`src/common/sof_pkg.sv`:
```
/*
 * Shared constants for the slow oscillator control and flag block:
 * register offsets, field positions, reset values and warm-up counts.
 * Assumes a 32-bit APB register bus and byte addresses as offsets.
 */
package sof_pkg;

    // ---------------------------------------------------------------
    // register offsets (byte addresses)
    // ---------------------------------------------------------------
    localparam int          ADDR_W         = 8;
    localparam logic [7:0]  OFS_INT_EN_CLR = 8'h00;
    localparam logic [7:0]  OFS_INT_EN_SET = 8'h04;
    localparam logic [7:0]  OFS_INT_FLAGS  = 8'h08;
    localparam logic [7:0]  OFS_STATUS     = 8'h0C;
    localparam logic [7:0]  OFS_XTAL_CFG   = 8'h14;

    // ---------------------------------------------------------------
    // crystal_osc_config fields
    // ---------------------------------------------------------------
    localparam int          CFG_W          = 16;
    localparam logic [15:0] CFG_RESET      = 16'h0080;
    localparam logic [15:0] CFG_WMASK      = 16'h17DE;
    localparam int          CFG_ENABLE     = 1;
    localparam int          CFG_XTAL_MODE  = 2;
    localparam int          CFG_FULL_GATE  = 3;
    localparam int          CFG_SLOW_GATE  = 4;
    localparam int          CFG_RUN_SLEEP  = 6;
    localparam int          CFG_ON_REQUEST = 7;
    localparam int          CFG_WARM_LSB   = 8;
    localparam int          CFG_LOCK       = 12;

    // ---------------------------------------------------------------
    // flag, enable and status layout (shared bit positions)
    // ---------------------------------------------------------------
    localparam int          FLAG_W         = 3;
    localparam logic [2:0]  FLAG_RESET     = 3'h0;
    localparam int          FLAG_XTAL_RDY  = 0;
    localparam int          FLAG_RC_RDY    = 1;
    localparam int          FLAG_CLK_FAIL  = 2;
    localparam int          STAT_OSC_RUN   = 3;

    // ---------------------------------------------------------------
    // warm-up timing counts
    // ---------------------------------------------------------------
    localparam int          REF_CNT_W      = 18;
    localparam logic [1:0]  XTAL_WARM_CYC  = 2'h3;

    typedef enum {WARM_IDLE, WARM_REF, WARM_XTAL, WARM_DONE} sof_warm_state_t;

    // reference oscillator cycles per warm-up code
    function automatic logic [17:0] sof_ref_cycles(input logic [2:0] code);
        logic [17:0] n;
        n = 18'h00001;
        unique case (code)
            3'h0: n = 18'h00001;
            3'h1: n = 18'h00020;
            3'h2: n = 18'h00800;
            3'h3: n = 18'h01000;
            3'h4: n = 18'h04000;
            3'h5: n = 18'h08000;
            3'h6: n = 18'h10000;
            3'h7: n = 18'h20000;
        endcase
        return n;
    endfunction

endpackage

```
`src/logic/sof_warmup.sv`:
```
/*
 * Crystal warm-up timer: counts reference oscillator ticks chosen by the
 * warm-up code, then three crystal ticks, then reports ready.
 * Assumes tick inputs are one-cycle pulses already synchronised to pclk.
 */
`timescale 1ns/1ns
module sof_warmup
    import sof_pkg::*;
#(
    parameter int REF_SHIFT = 0
)
(
    input  wire logic        pclk,
    input  wire logic        presetn,
    input  wire logic        osc_run,
    input  wire logic [2:0]  warm_sel,
    input  wire logic        ref_tick,
    input  wire logic        xtal_tick,
    output logic             warm_ready
);
    import sof_pkg::*;

    sof_warm_state_t             state_reg, state_next;
    logic [sof_pkg::REF_CNT_W-1:0] cnt_reg, cnt_next;
    logic [sof_pkg::REF_CNT_W-1:0] target;

    // shortened target keeps a minimum of one tick for simulation
    assign target = ((sof_ref_cycles(warm_sel) >> REF_SHIFT) == '0) ? 18'h00001
                  : (sof_ref_cycles(warm_sel) >> REF_SHIFT);

    // ---------------------------------------------------------------
    // sequencing
    // ---------------------------------------------------------------
    // dropping the run request restarts the whole wait
    always_comb
    begin
        state_next = state_reg;
        cnt_next   = cnt_reg;
        if (!osc_run)
        begin
            state_next = WARM_IDLE;
            cnt_next   = '0;
        end
        else
        begin
            unique case (state_reg)
                WARM_IDLE:
                begin
                    state_next = WARM_REF;
                    cnt_next   = '0;
                end
                WARM_REF:
                    if (ref_tick)
                    begin
                        if (cnt_reg + 18'h00001 >= target)
                        begin
                            state_next = WARM_XTAL;
                            cnt_next   = '0;
                        end
                        else
                            cnt_next = cnt_reg + 18'h00001;
                    end
                WARM_XTAL:
                    if (xtal_tick)
                    begin
                        if (cnt_reg[1:0] + 2'h1 == XTAL_WARM_CYC)
                            state_next = WARM_DONE;
                        cnt_next = cnt_reg + 18'h00001;
                    end
                WARM_DONE:
                    state_next = WARM_DONE;
            endcase
        end
    end

    always_ff @(posedge pclk or negedge presetn)
    begin
        if (!presetn)
        begin
            state_reg  <= WARM_IDLE;
            cnt_reg    <= '0;
            warm_ready <= 1'b0;
        end
        else
        begin
            state_reg  <= state_next;
            cnt_reg    <= cnt_next;
            warm_ready <= (state_next == WARM_DONE);
        end
    end

endmodule

```
`src/logic/sof_top.sv`:
```
/*
 * Slow oscillator control and interrupt flags: crystal configuration
 * register, warm-up timing, sticky ready / failure flags, one interrupt.
 * Assumes an APB master on pclk; oscillator pins are asynchronous.
 */
// Function
// - clock failure flag sets on rising failure status; irq when enabled
// - rc ready flag sets on rising rc status; irq only when enabled
// - crystal ready flag sets on rising crystal status; irq when enabled
// - writing one clears a flag; writing zero leaves it alone
// - lock bit set freezes the crystal configuration against writes
// - warm-up counted on reference oscillator ticks, code selects count
// - codes 0..7 give 1..131072 reference ticks plus 3 crystal ticks
// - standby stops oscillator unless clock requested or on-request is zero
`timescale 1ns/1ns
module sof_top
    import sof_pkg::*;
#(
    parameter int REF_SHIFT = 0
)
(
    input  wire logic                       pclk,
    input  wire logic                       presetn,
    input  wire logic                       psel,
    input  wire logic                       penable,
    input  wire logic                       pwrite,
    input  wire logic [sof_pkg::ADDR_W-1:0] paddr,
    input  wire logic [31:0]                pwdata,
    input  wire logic [3:0]                 pstrb,
    output logic [31:0]                     prdata,
    output logic                            pready,
    output logic                            pslverr,
    input  wire logic                       ref_osc_clk_pin,
    input  wire logic                       crystal_clk_pin,
    input  wire logic                       rc_ready_pin,
    input  wire logic                       clock_fail_pin,
    input  wire logic                       standby_sleep,
    input  wire logic                       periph_clock_request,
    output logic                            crystal_osc_run,
    output logic                            crystal_mode_select,
    output logic                            full_rate_output_gate,
    output logic                            slow_output_gate,
    output logic                            run_in_sleep,
    output logic                            irq
);
    import sof_pkg::*;

    // ---------------------------------------------------------------
    // state declarations
    // ---------------------------------------------------------------
    logic [3:0]               sync1_reg, sync2_reg, sync3_reg;
    logic [3:0]               filt_reg, filt_next;
    logic [3:0]               rise;
    logic [CFG_W-1:0]         cfg_reg, cfg_next;
    logic [FLAG_W-1:0]        flag_reg, flag_next;
    logic [FLAG_W-1:0]        en_reg, en_next;
    logic [FLAG_W-1:0]        stat_now;
    logic [FLAG_W-1:0]        stat_reg;
    logic [FLAG_W-1:0]        stat_rise;
    logic [FLAG_W-1:0]        w1c;
    logic                     run_reg, run_next;
    logic                     irq_next;
    logic                     warm_ready;
    logic                     wr_fire;
    logic                     setup;
    logic [31:0]              rdata_next;
    logic                     hit;
    logic                     wr_cfg;
    logic                     wr_flags;
    logic                     wr_en_set;
    logic                     wr_en_clr;
    logic                     pready_next;
    logic                     pslverr_next;
    logic [31:0]              prdata_next;

    // ---------------------------------------------------------------
    // pin synchronisers
    // ---------------------------------------------------------------
    // bit 0 reference clock, 1 crystal clock, 2 rc ready, 3 clock fail;
    // a change is taken only once stages two and three agree,
    // and only stage two ever reads stage one
    always_comb
    begin
        filt_next = (sync2_reg & sync3_reg) | (filt_reg & (sync2_reg ^ sync3_reg));
        rise      = filt_next & ~filt_reg;
    end

    // pin stages and the agreed level, all clear in reset
    always_ff @(posedge pclk or negedge presetn)
    begin
        if (!presetn)
        begin
            sync1_reg <= 4'h0;
            sync2_reg <= 4'h0;
            sync3_reg <= 4'h0;
            filt_reg  <= 4'h0;
        end
        else
        begin
            sync1_reg <= {clock_fail_pin, rc_ready_pin, crystal_clk_pin, ref_osc_clk_pin};
            sync2_reg <= sync1_reg;
            sync3_reg <= sync2_reg;
            filt_reg  <= filt_next;
        end
    end

    // ---------------------------------------------------------------
    // warm-up timer
    // ---------------------------------------------------------------
    // ticks are rising edges of the sampled slow clocks, so both slow
    // clocks must stay well below half of pclk
    // the timer restarts from scratch whenever the run request drops
    sof_warmup #(
        .REF_SHIFT  (REF_SHIFT)
    ) u_warmup (
        .pclk       (pclk),
        .presetn    (presetn),
        .osc_run    (run_reg),
        .warm_sel   (cfg_reg[CFG_WARM_LSB +: 3]),
        .ref_tick   (rise[0]),
        .xtal_tick  (rise[1]),
        .warm_ready (warm_ready)
    );

    // ---------------------------------------------------------------
    // oscillator run request
    // ---------------------------------------------------------------
    // outside standby the run request follows the enable bit alone;
    // in standby the oscillator keeps running only if a clock is requested or on-request is zero
    always_comb
    begin
        run_next = cfg_reg[CFG_ENABLE]
                 & (~standby_sleep
                    | periph_clock_request
                    | ~cfg_reg[CFG_ON_REQUEST]);
    end

    // ---------------------------------------------------------------
    // apb decode
    // ---------------------------------------------------------------
    // true when the bus address selects the given register;
    // shared by all the write strobes below
    function automatic logic addr_is(input logic [ADDR_W-1:0] addr,
                                     input logic [ADDR_W-1:0] ofs);
        return addr == ofs;
    endfunction

    // answer is prepared in the setup cycle so the access phase lasts
    // exactly one cycle and every bus output is a flip-flop
    assign setup   = psel & ~penable;
    assign wr_fire = psel & penable & pready & pwrite & ~pslverr;
    assign hit     = (paddr == OFS_INT_EN_CLR) | (paddr == OFS_INT_EN_SET)
                   | (paddr == OFS_INT_FLAGS)  | (paddr == OFS_STATUS)
                   | (paddr == OFS_XTAL_CFG);

    // read mux: unimplemented bits and unmapped offsets read as zero
    always_comb
    begin
        rdata_next = 32'h0000_0000;
        unique case (paddr)
            OFS_INT_EN_CLR: rdata_next[FLAG_W-1:0] = en_reg;
            OFS_INT_EN_SET: rdata_next[FLAG_W-1:0] = en_reg;
            OFS_INT_FLAGS:  rdata_next[FLAG_W-1:0] = flag_reg;
            OFS_STATUS:     rdata_next[STAT_OSC_RUN:0] = {run_reg, stat_reg};
            OFS_XTAL_CFG:   rdata_next[CFG_W-1:0] = cfg_reg;
            default:        rdata_next = 32'h0000_0000;
        endcase
    end

    // the answer stands for the one access cycle only; zero otherwise,
    // so an idle bus never shows stale register contents and a late
    // sample by the master cannot pick up the previous word
    always_comb
    begin
        pready_next  = setup;
        pslverr_next = setup & ~hit;
        prdata_next  = 32'h0000_0000;
        if (setup)
            prdata_next = rdata_next;
    end

    // ---------------------------------------------------------------
    // register write strobes
    // ---------------------------------------------------------------
    // each fires only at the accepted access edge of a mapped write,
    // so a refused write changes nothing; flags and enables live in
    // lane 0 and need its strobe
    always_comb
    begin
        wr_cfg    = wr_fire & addr_is(paddr, OFS_XTAL_CFG);
        wr_flags  = wr_fire & pstrb[0] & addr_is(paddr, OFS_INT_FLAGS);
        wr_en_set = wr_fire & pstrb[0] & addr_is(paddr, OFS_INT_EN_SET);
        wr_en_clr = wr_fire & pstrb[0] & addr_is(paddr, OFS_INT_EN_CLR);
    end

    // ---------------------------------------------------------------
    // configuration register
    // ---------------------------------------------------------------
    // once locked only a reset reopens it, the lock bit included;
    // reserved bits are masked off so they always read back as zero
    always_comb
    begin
        cfg_next = cfg_reg;
        if (wr_cfg && !cfg_reg[CFG_LOCK])
        begin
            if (pstrb[0])
                cfg_next[7:0] = pwdata[7:0] & CFG_WMASK[7:0];
            if (pstrb[1])
                cfg_next[15:8] = pwdata[15:8] & CFG_WMASK[15:8];
        end
    end

    // ---------------------------------------------------------------
    // interrupt enables, status and flags
    // ---------------------------------------------------------------
    // status bits: crystal ready from the timer, rc ready and failure
    // detection from the filtered pins
    always_comb
    begin
        stat_now                = '0;
        stat_now[FLAG_XTAL_RDY] = warm_ready;
        stat_now[FLAG_RC_RDY]   = filt_reg[2];
        stat_now[FLAG_CLK_FAIL] = filt_reg[3];
        stat_rise               = stat_now & ~stat_reg;
        w1c                     = '0;
        if (wr_flags)
            w1c = pwdata[FLAG_W-1:0];
    end

    // enables: set and clear sit at separate offsets, never both at once
    always_comb
    begin
        en_next = en_reg;
        if (wr_en_set)
            en_next = en_reg | pwdata[FLAG_W-1:0];
        if (wr_en_clr)
            en_next = en_reg & ~pwdata[FLAG_W-1:0];
    end

    // set beats clear when both land in the same cycle, so an event
    // arriving during the clearing write is never lost
    always_comb
    begin
        flag_next                = (flag_reg & ~w1c) | stat_rise;
        flag_next[FLAG_XTAL_RDY] = (flag_reg[FLAG_XTAL_RDY] & ~w1c[FLAG_XTAL_RDY])
                                 | stat_rise[FLAG_XTAL_RDY];
        flag_next[FLAG_RC_RDY]   = (flag_reg[FLAG_RC_RDY] & ~w1c[FLAG_RC_RDY])
                                 | stat_rise[FLAG_RC_RDY];
        flag_next[FLAG_CLK_FAIL] = (flag_reg[FLAG_CLK_FAIL] & ~w1c[FLAG_CLK_FAIL])
                                 | stat_rise[FLAG_CLK_FAIL];
    end

    // level interrupt from registered flags and enables only
    always_comb
    begin
        irq_next = |(flag_reg & en_reg);
    end

    // ---------------------------------------------------------------
    // registers
    // ---------------------------------------------------------------
    // all state except the pin stages, the agreed level and the warm-up timer moves only here; reset values match an idle bus
    always_ff @(posedge pclk or negedge presetn)
    begin
        if (!presetn)
        begin
            cfg_reg  <= CFG_RESET;
            flag_reg <= FLAG_RESET;
            en_reg   <= FLAG_RESET;
            stat_reg <= FLAG_RESET;
            run_reg  <= 1'b0;
            irq      <= 1'b0;
            prdata   <= 32'h0000_0000;
            pready   <= 1'b0;
            pslverr  <= 1'b0;
        end
        else
        begin
            cfg_reg  <= cfg_next;
            flag_reg <= flag_next;
            en_reg   <= en_next;
            stat_reg <= stat_now;
            run_reg  <= run_next;
            irq      <= irq_next;
            prdata   <= prdata_next;
            pready   <= pready_next;
            pslverr  <= pslverr_next;
        end
    end

    // ---------------------------------------------------------------
    // outputs to the analog oscillator and clock tree
    // ---------------------------------------------------------------
    // straight register bits, so the analog side never sees a glitch
    assign crystal_osc_run       = run_reg;
    assign crystal_mode_select   = cfg_reg[CFG_XTAL_MODE];
    assign full_rate_output_gate = cfg_reg[CFG_FULL_GATE];
    assign slow_output_gate      = cfg_reg[CFG_SLOW_GATE];
    assign run_in_sleep          = cfg_reg[CFG_RUN_SLEEP];

endmodule

```
`config.mk`:
```
export PLATFORM = sky130hd
export DESIGN_NAME = sof_top
export DESIGN_NICKNAME = d
export VERILOG_FILES = /design/src/common/sof_pkg.sv /design/src/logic/sof_warmup.sv /design/src/logic/sof_top.sv
export SDC_FILE = /design/constraint.sdc
export NUM_CORES = 1
export LEC_CHECK = 0
export ABC_AREA = 1
export ABC_CLOCK_PERIOD_IN_PS = 6200
export BUFFER_PORTS_ARGS = -buffer_cell sky130_fd_sc_hd__buf_2
export CAP_MARGIN = 20
export CORE_ASPECT_RATIO = 0.8
export CORE_MARGIN = 1.5
export CORE_UTILIZATION = 50
export CTS_BUF_LIST = sky130_fd_sc_hd__clkbuf_2
export CTS_CLUSTER_SIZE = 12
export DETAILED_ROUTE_END_ITERATION = 8
export PLACE_DENSITY = 0.85
export SLEW_MARGIN = 0
export SYNTH_ARGS = -nofsm -noshare
export SYNTH_HDL_FRONTEND = slang
export SYNTH_SLANG_ARGS = --single-unit
```
`constraint.sdc`:
```
create_clock -name pclk -period 6.2 [get_ports pclk]
set_input_delay 1.55 -clock pclk [delete_from_list [all_inputs] [get_ports pclk]]
set_output_delay 1.55 -clock pclk [all_outputs]
set_load 0.02 [all_outputs]
```
==> run metrics <==
status=finished with violations; violated checks=design-rule violations; 1st-pass router iterations=7; Reg2Reg Setup Slack=around 2.7 ns; min-delay worst type=flip-flop to flip-flop; Worst Setup End Kind=flip-flop; Crit. path cell count=18; top-area cell type share of the netlist area=a little over half; CP max-delay cell=dfrtp_1; Final nets=657; Final ANT Viol Nets=0; RePlAce Congestion=about 0.9; WS Path Type=flip-flop to flip-flop; CTS tree=done; Ports=95; Final Hold Vio Count=0; Worst path max stage delay=about 0.56 ns; min Tclk post-route=~3.5 ns; Main synth FF type=dfrtp_1; Initial Util=51.87%; CTS sink count=101; most common cell in the synthesized netlist=nand2_1; Placed Instances=between 600 and 700; H-Tree Depth=3; DRT iter0 DRCs=261; FF-to-FF End=u_warmup.cnt_reg[3]; FP Rows=31; largest net degree at the start of global routing=67; Worst-Skew Late Latency=0.60 ns; Worst slew margin=32.34%; RR Startpoint=u_warmup.cnt_reg[0]; Clock Skews=0.01914 ns; final setup violation count=0; final global-route overflow total=0; Die ar.=around 10000 um^2; synthesized flop and latch total=101; Placeable Area=9154 um^2; clock tree buffer depth=2; Cell Chain, Critical Path=inv_1, nor2_4, nand3_1, nor3_1, nand3b_1, xnor2_1, ha_1, nand2_1, nor2_1, nand3_1, nor3_2, nand3_1, nor2_1, nor2_2, nand3_2, nand2_4, nand3b_1, nand2_1; EDFF count, synth=0; CP required=~6.7 ns; largest area contributor in the netlist=dfrtp_1; Hold Buf Count CTS=0; DR vias=3485; Die Span X=112.0 um; vias per cell=4.915; PD cells=just under 200 nW/um^2; post-cts resize count=0; Residual DRC=24; number of global-route vias before repair=3492; crit share post-route=a little under three fifths; max FFs per register=32; final setup TNS=0 ns; DR WL/cell=about 12 um; total wire length=between 8000 and 9000 um; GR Util All Layers=18.80%; post-DP HPWL=6544 um; initial antenna violation count=0; VDD IR max=0.0001846 V; maxcap violations=0; mapped cell area=4748 um^2; Critical path origin=u_warmup.cnt_reg[0]; CP Buf/Inv Count=1; Area contributors post-synth=dfrtp_1, nand2_1, inv_1; share of cells above drive strength 1=between 20% and 30%; top post-synthesis cells by count=nand2_1, dfrtp_1, inv_1; Ys Warns=0; synthesized area per cell=between 9 and 10 um^2; clock buffer count from CTS=9; final cell count without fillers=709; Worst Max-Slew Pin Slew=1.014 ns; Critical Path AT=approximately 4.0 ns; CP max FO=17; Root Buffer=clkbuf_2; critical path's most frequent cell=nand3_1; Leakage=about 2.7 nW; RSZ-0062 raised after global routing=false; Async S/R FF share, synth=100.0%; number of I/O port buffers=50; first-pass GRT wire length=between 15000 and 20000 um; Reg2Reg Depth=18; Critical Path Source Type=flip-flop; Hold Startpoint=sync1_reg[1]; post-synthesis sequential area ratio=between 50% and 60%; synth unique cells=38; CP top delay family=simple AND/OR/NAND/NOR gates; Hold WS=0.3880 ns; clk slew on worst S/H paths=0.28 ns; Worst Setup EP=u_warmup.cnt_reg[3]; Max Clk Rate=287.1 MHz; Layout Area Growth over Synthesis=10.78%; Post-Synthesis Cells=500; Die Height=around 90 um; Slew Limit Fails=0; Post-CTS Setup Bufs=0
-- cells in the final DEF (no fill, tap or decap), types with 2 or more instances in the layout --
master	n
buf_2	49
nor3_2	2
clkbuf_2	9
a21o_1	3
inv_1	56
o21ai_0	10
dfrtp_1	100
nand3_2	13
conb_1	51
xnor2_1	7
nor4_1	2
nand3b_1	8
nor2_4	3
nor2_2	5
xor2_1	2
mux2_2	7
inv_6	2
ha_1	14
inv_8	2
inv_2	2
a21oi_1	8
a22oi_1	3
nand4_1	10
buf_4	2
nand3_1	27
mux2i_1	2
nand2_1	105
nand2_2	15
nor3_1	13
nor2_1	48
-- logic make-up after synthesis --
family | synth area share [%]
other | 0.07898
adder cells (fa/ha/maj) | 3.689
AO/OA/AOI/OAI | 3.689
AND/OR/NAND/NOR | 26.48
XOR/XNOR | 2.003
flip-flops | 53.25
buffers and inverters | 8.722
multiplexers | 2.082
-- power breakdown --
part,switching (W),internal (W)
Sequential,0.00000796,0.000679
Clock,0.000239,0.0000655
Combinational,0.0000401,0.0000140
-- layout make-up --
| class | count | area, um^2 |
|---|---|---|
| clock inverter | 7 | 68.82 |
| tap | 115 | 143.9 |
| inverter | 58 | 217.7 |
| multi-input combinational | 367 | 1993 |
| antenna | 1 | 2.502 |
| sequential | 101 | 2529 |
| clock buffer | 9 | 45.04 |
| fill | 762 | 3894 |
| timing repair buffer | 51 | 260.3 |
-- per-layer routing --
metal | part of all wire (%) | GRT usage (%)
met1 | 44 | 24.72
met5 | 0 | 0
met2 | 48 | 29.68
met3 | 5.3 | 5.462
met4 | 1.9 | 7.278
-- how the worst min path moves through the flow --
stage	depth (start not counted)	to
2_1_floorplan	0	sync2_reg[0]
3_3_place_gp	0	sync2_reg[1]
3_5_place_dp	0	sync2_reg[1]
4_1_cts	0	sync2_reg[1]
5_1_grt	0	sync2_reg[1]
6_report	0	sync2_reg[1]
-- stage by stage --
stage / util, % / setup WS, ns / instance area [um^2] / total power [W]
finish: 57.46 / 2.716 / 5260 / 0.001046
global route: 57.44 / 2.459 / 5258 / 0.001090
CTS: 57.44 / 2.744 / 5258 / 0.001055
detailed placement: 56.19 / 2.787 / 5144 / 0.0007531
global placement: 56.19 / 2.864 / 5144 / 0.0007492
floorplan: - / 3.277 / 4936 / 0.0007324
No activity file was read; power rests on OpenSTA's default activity.
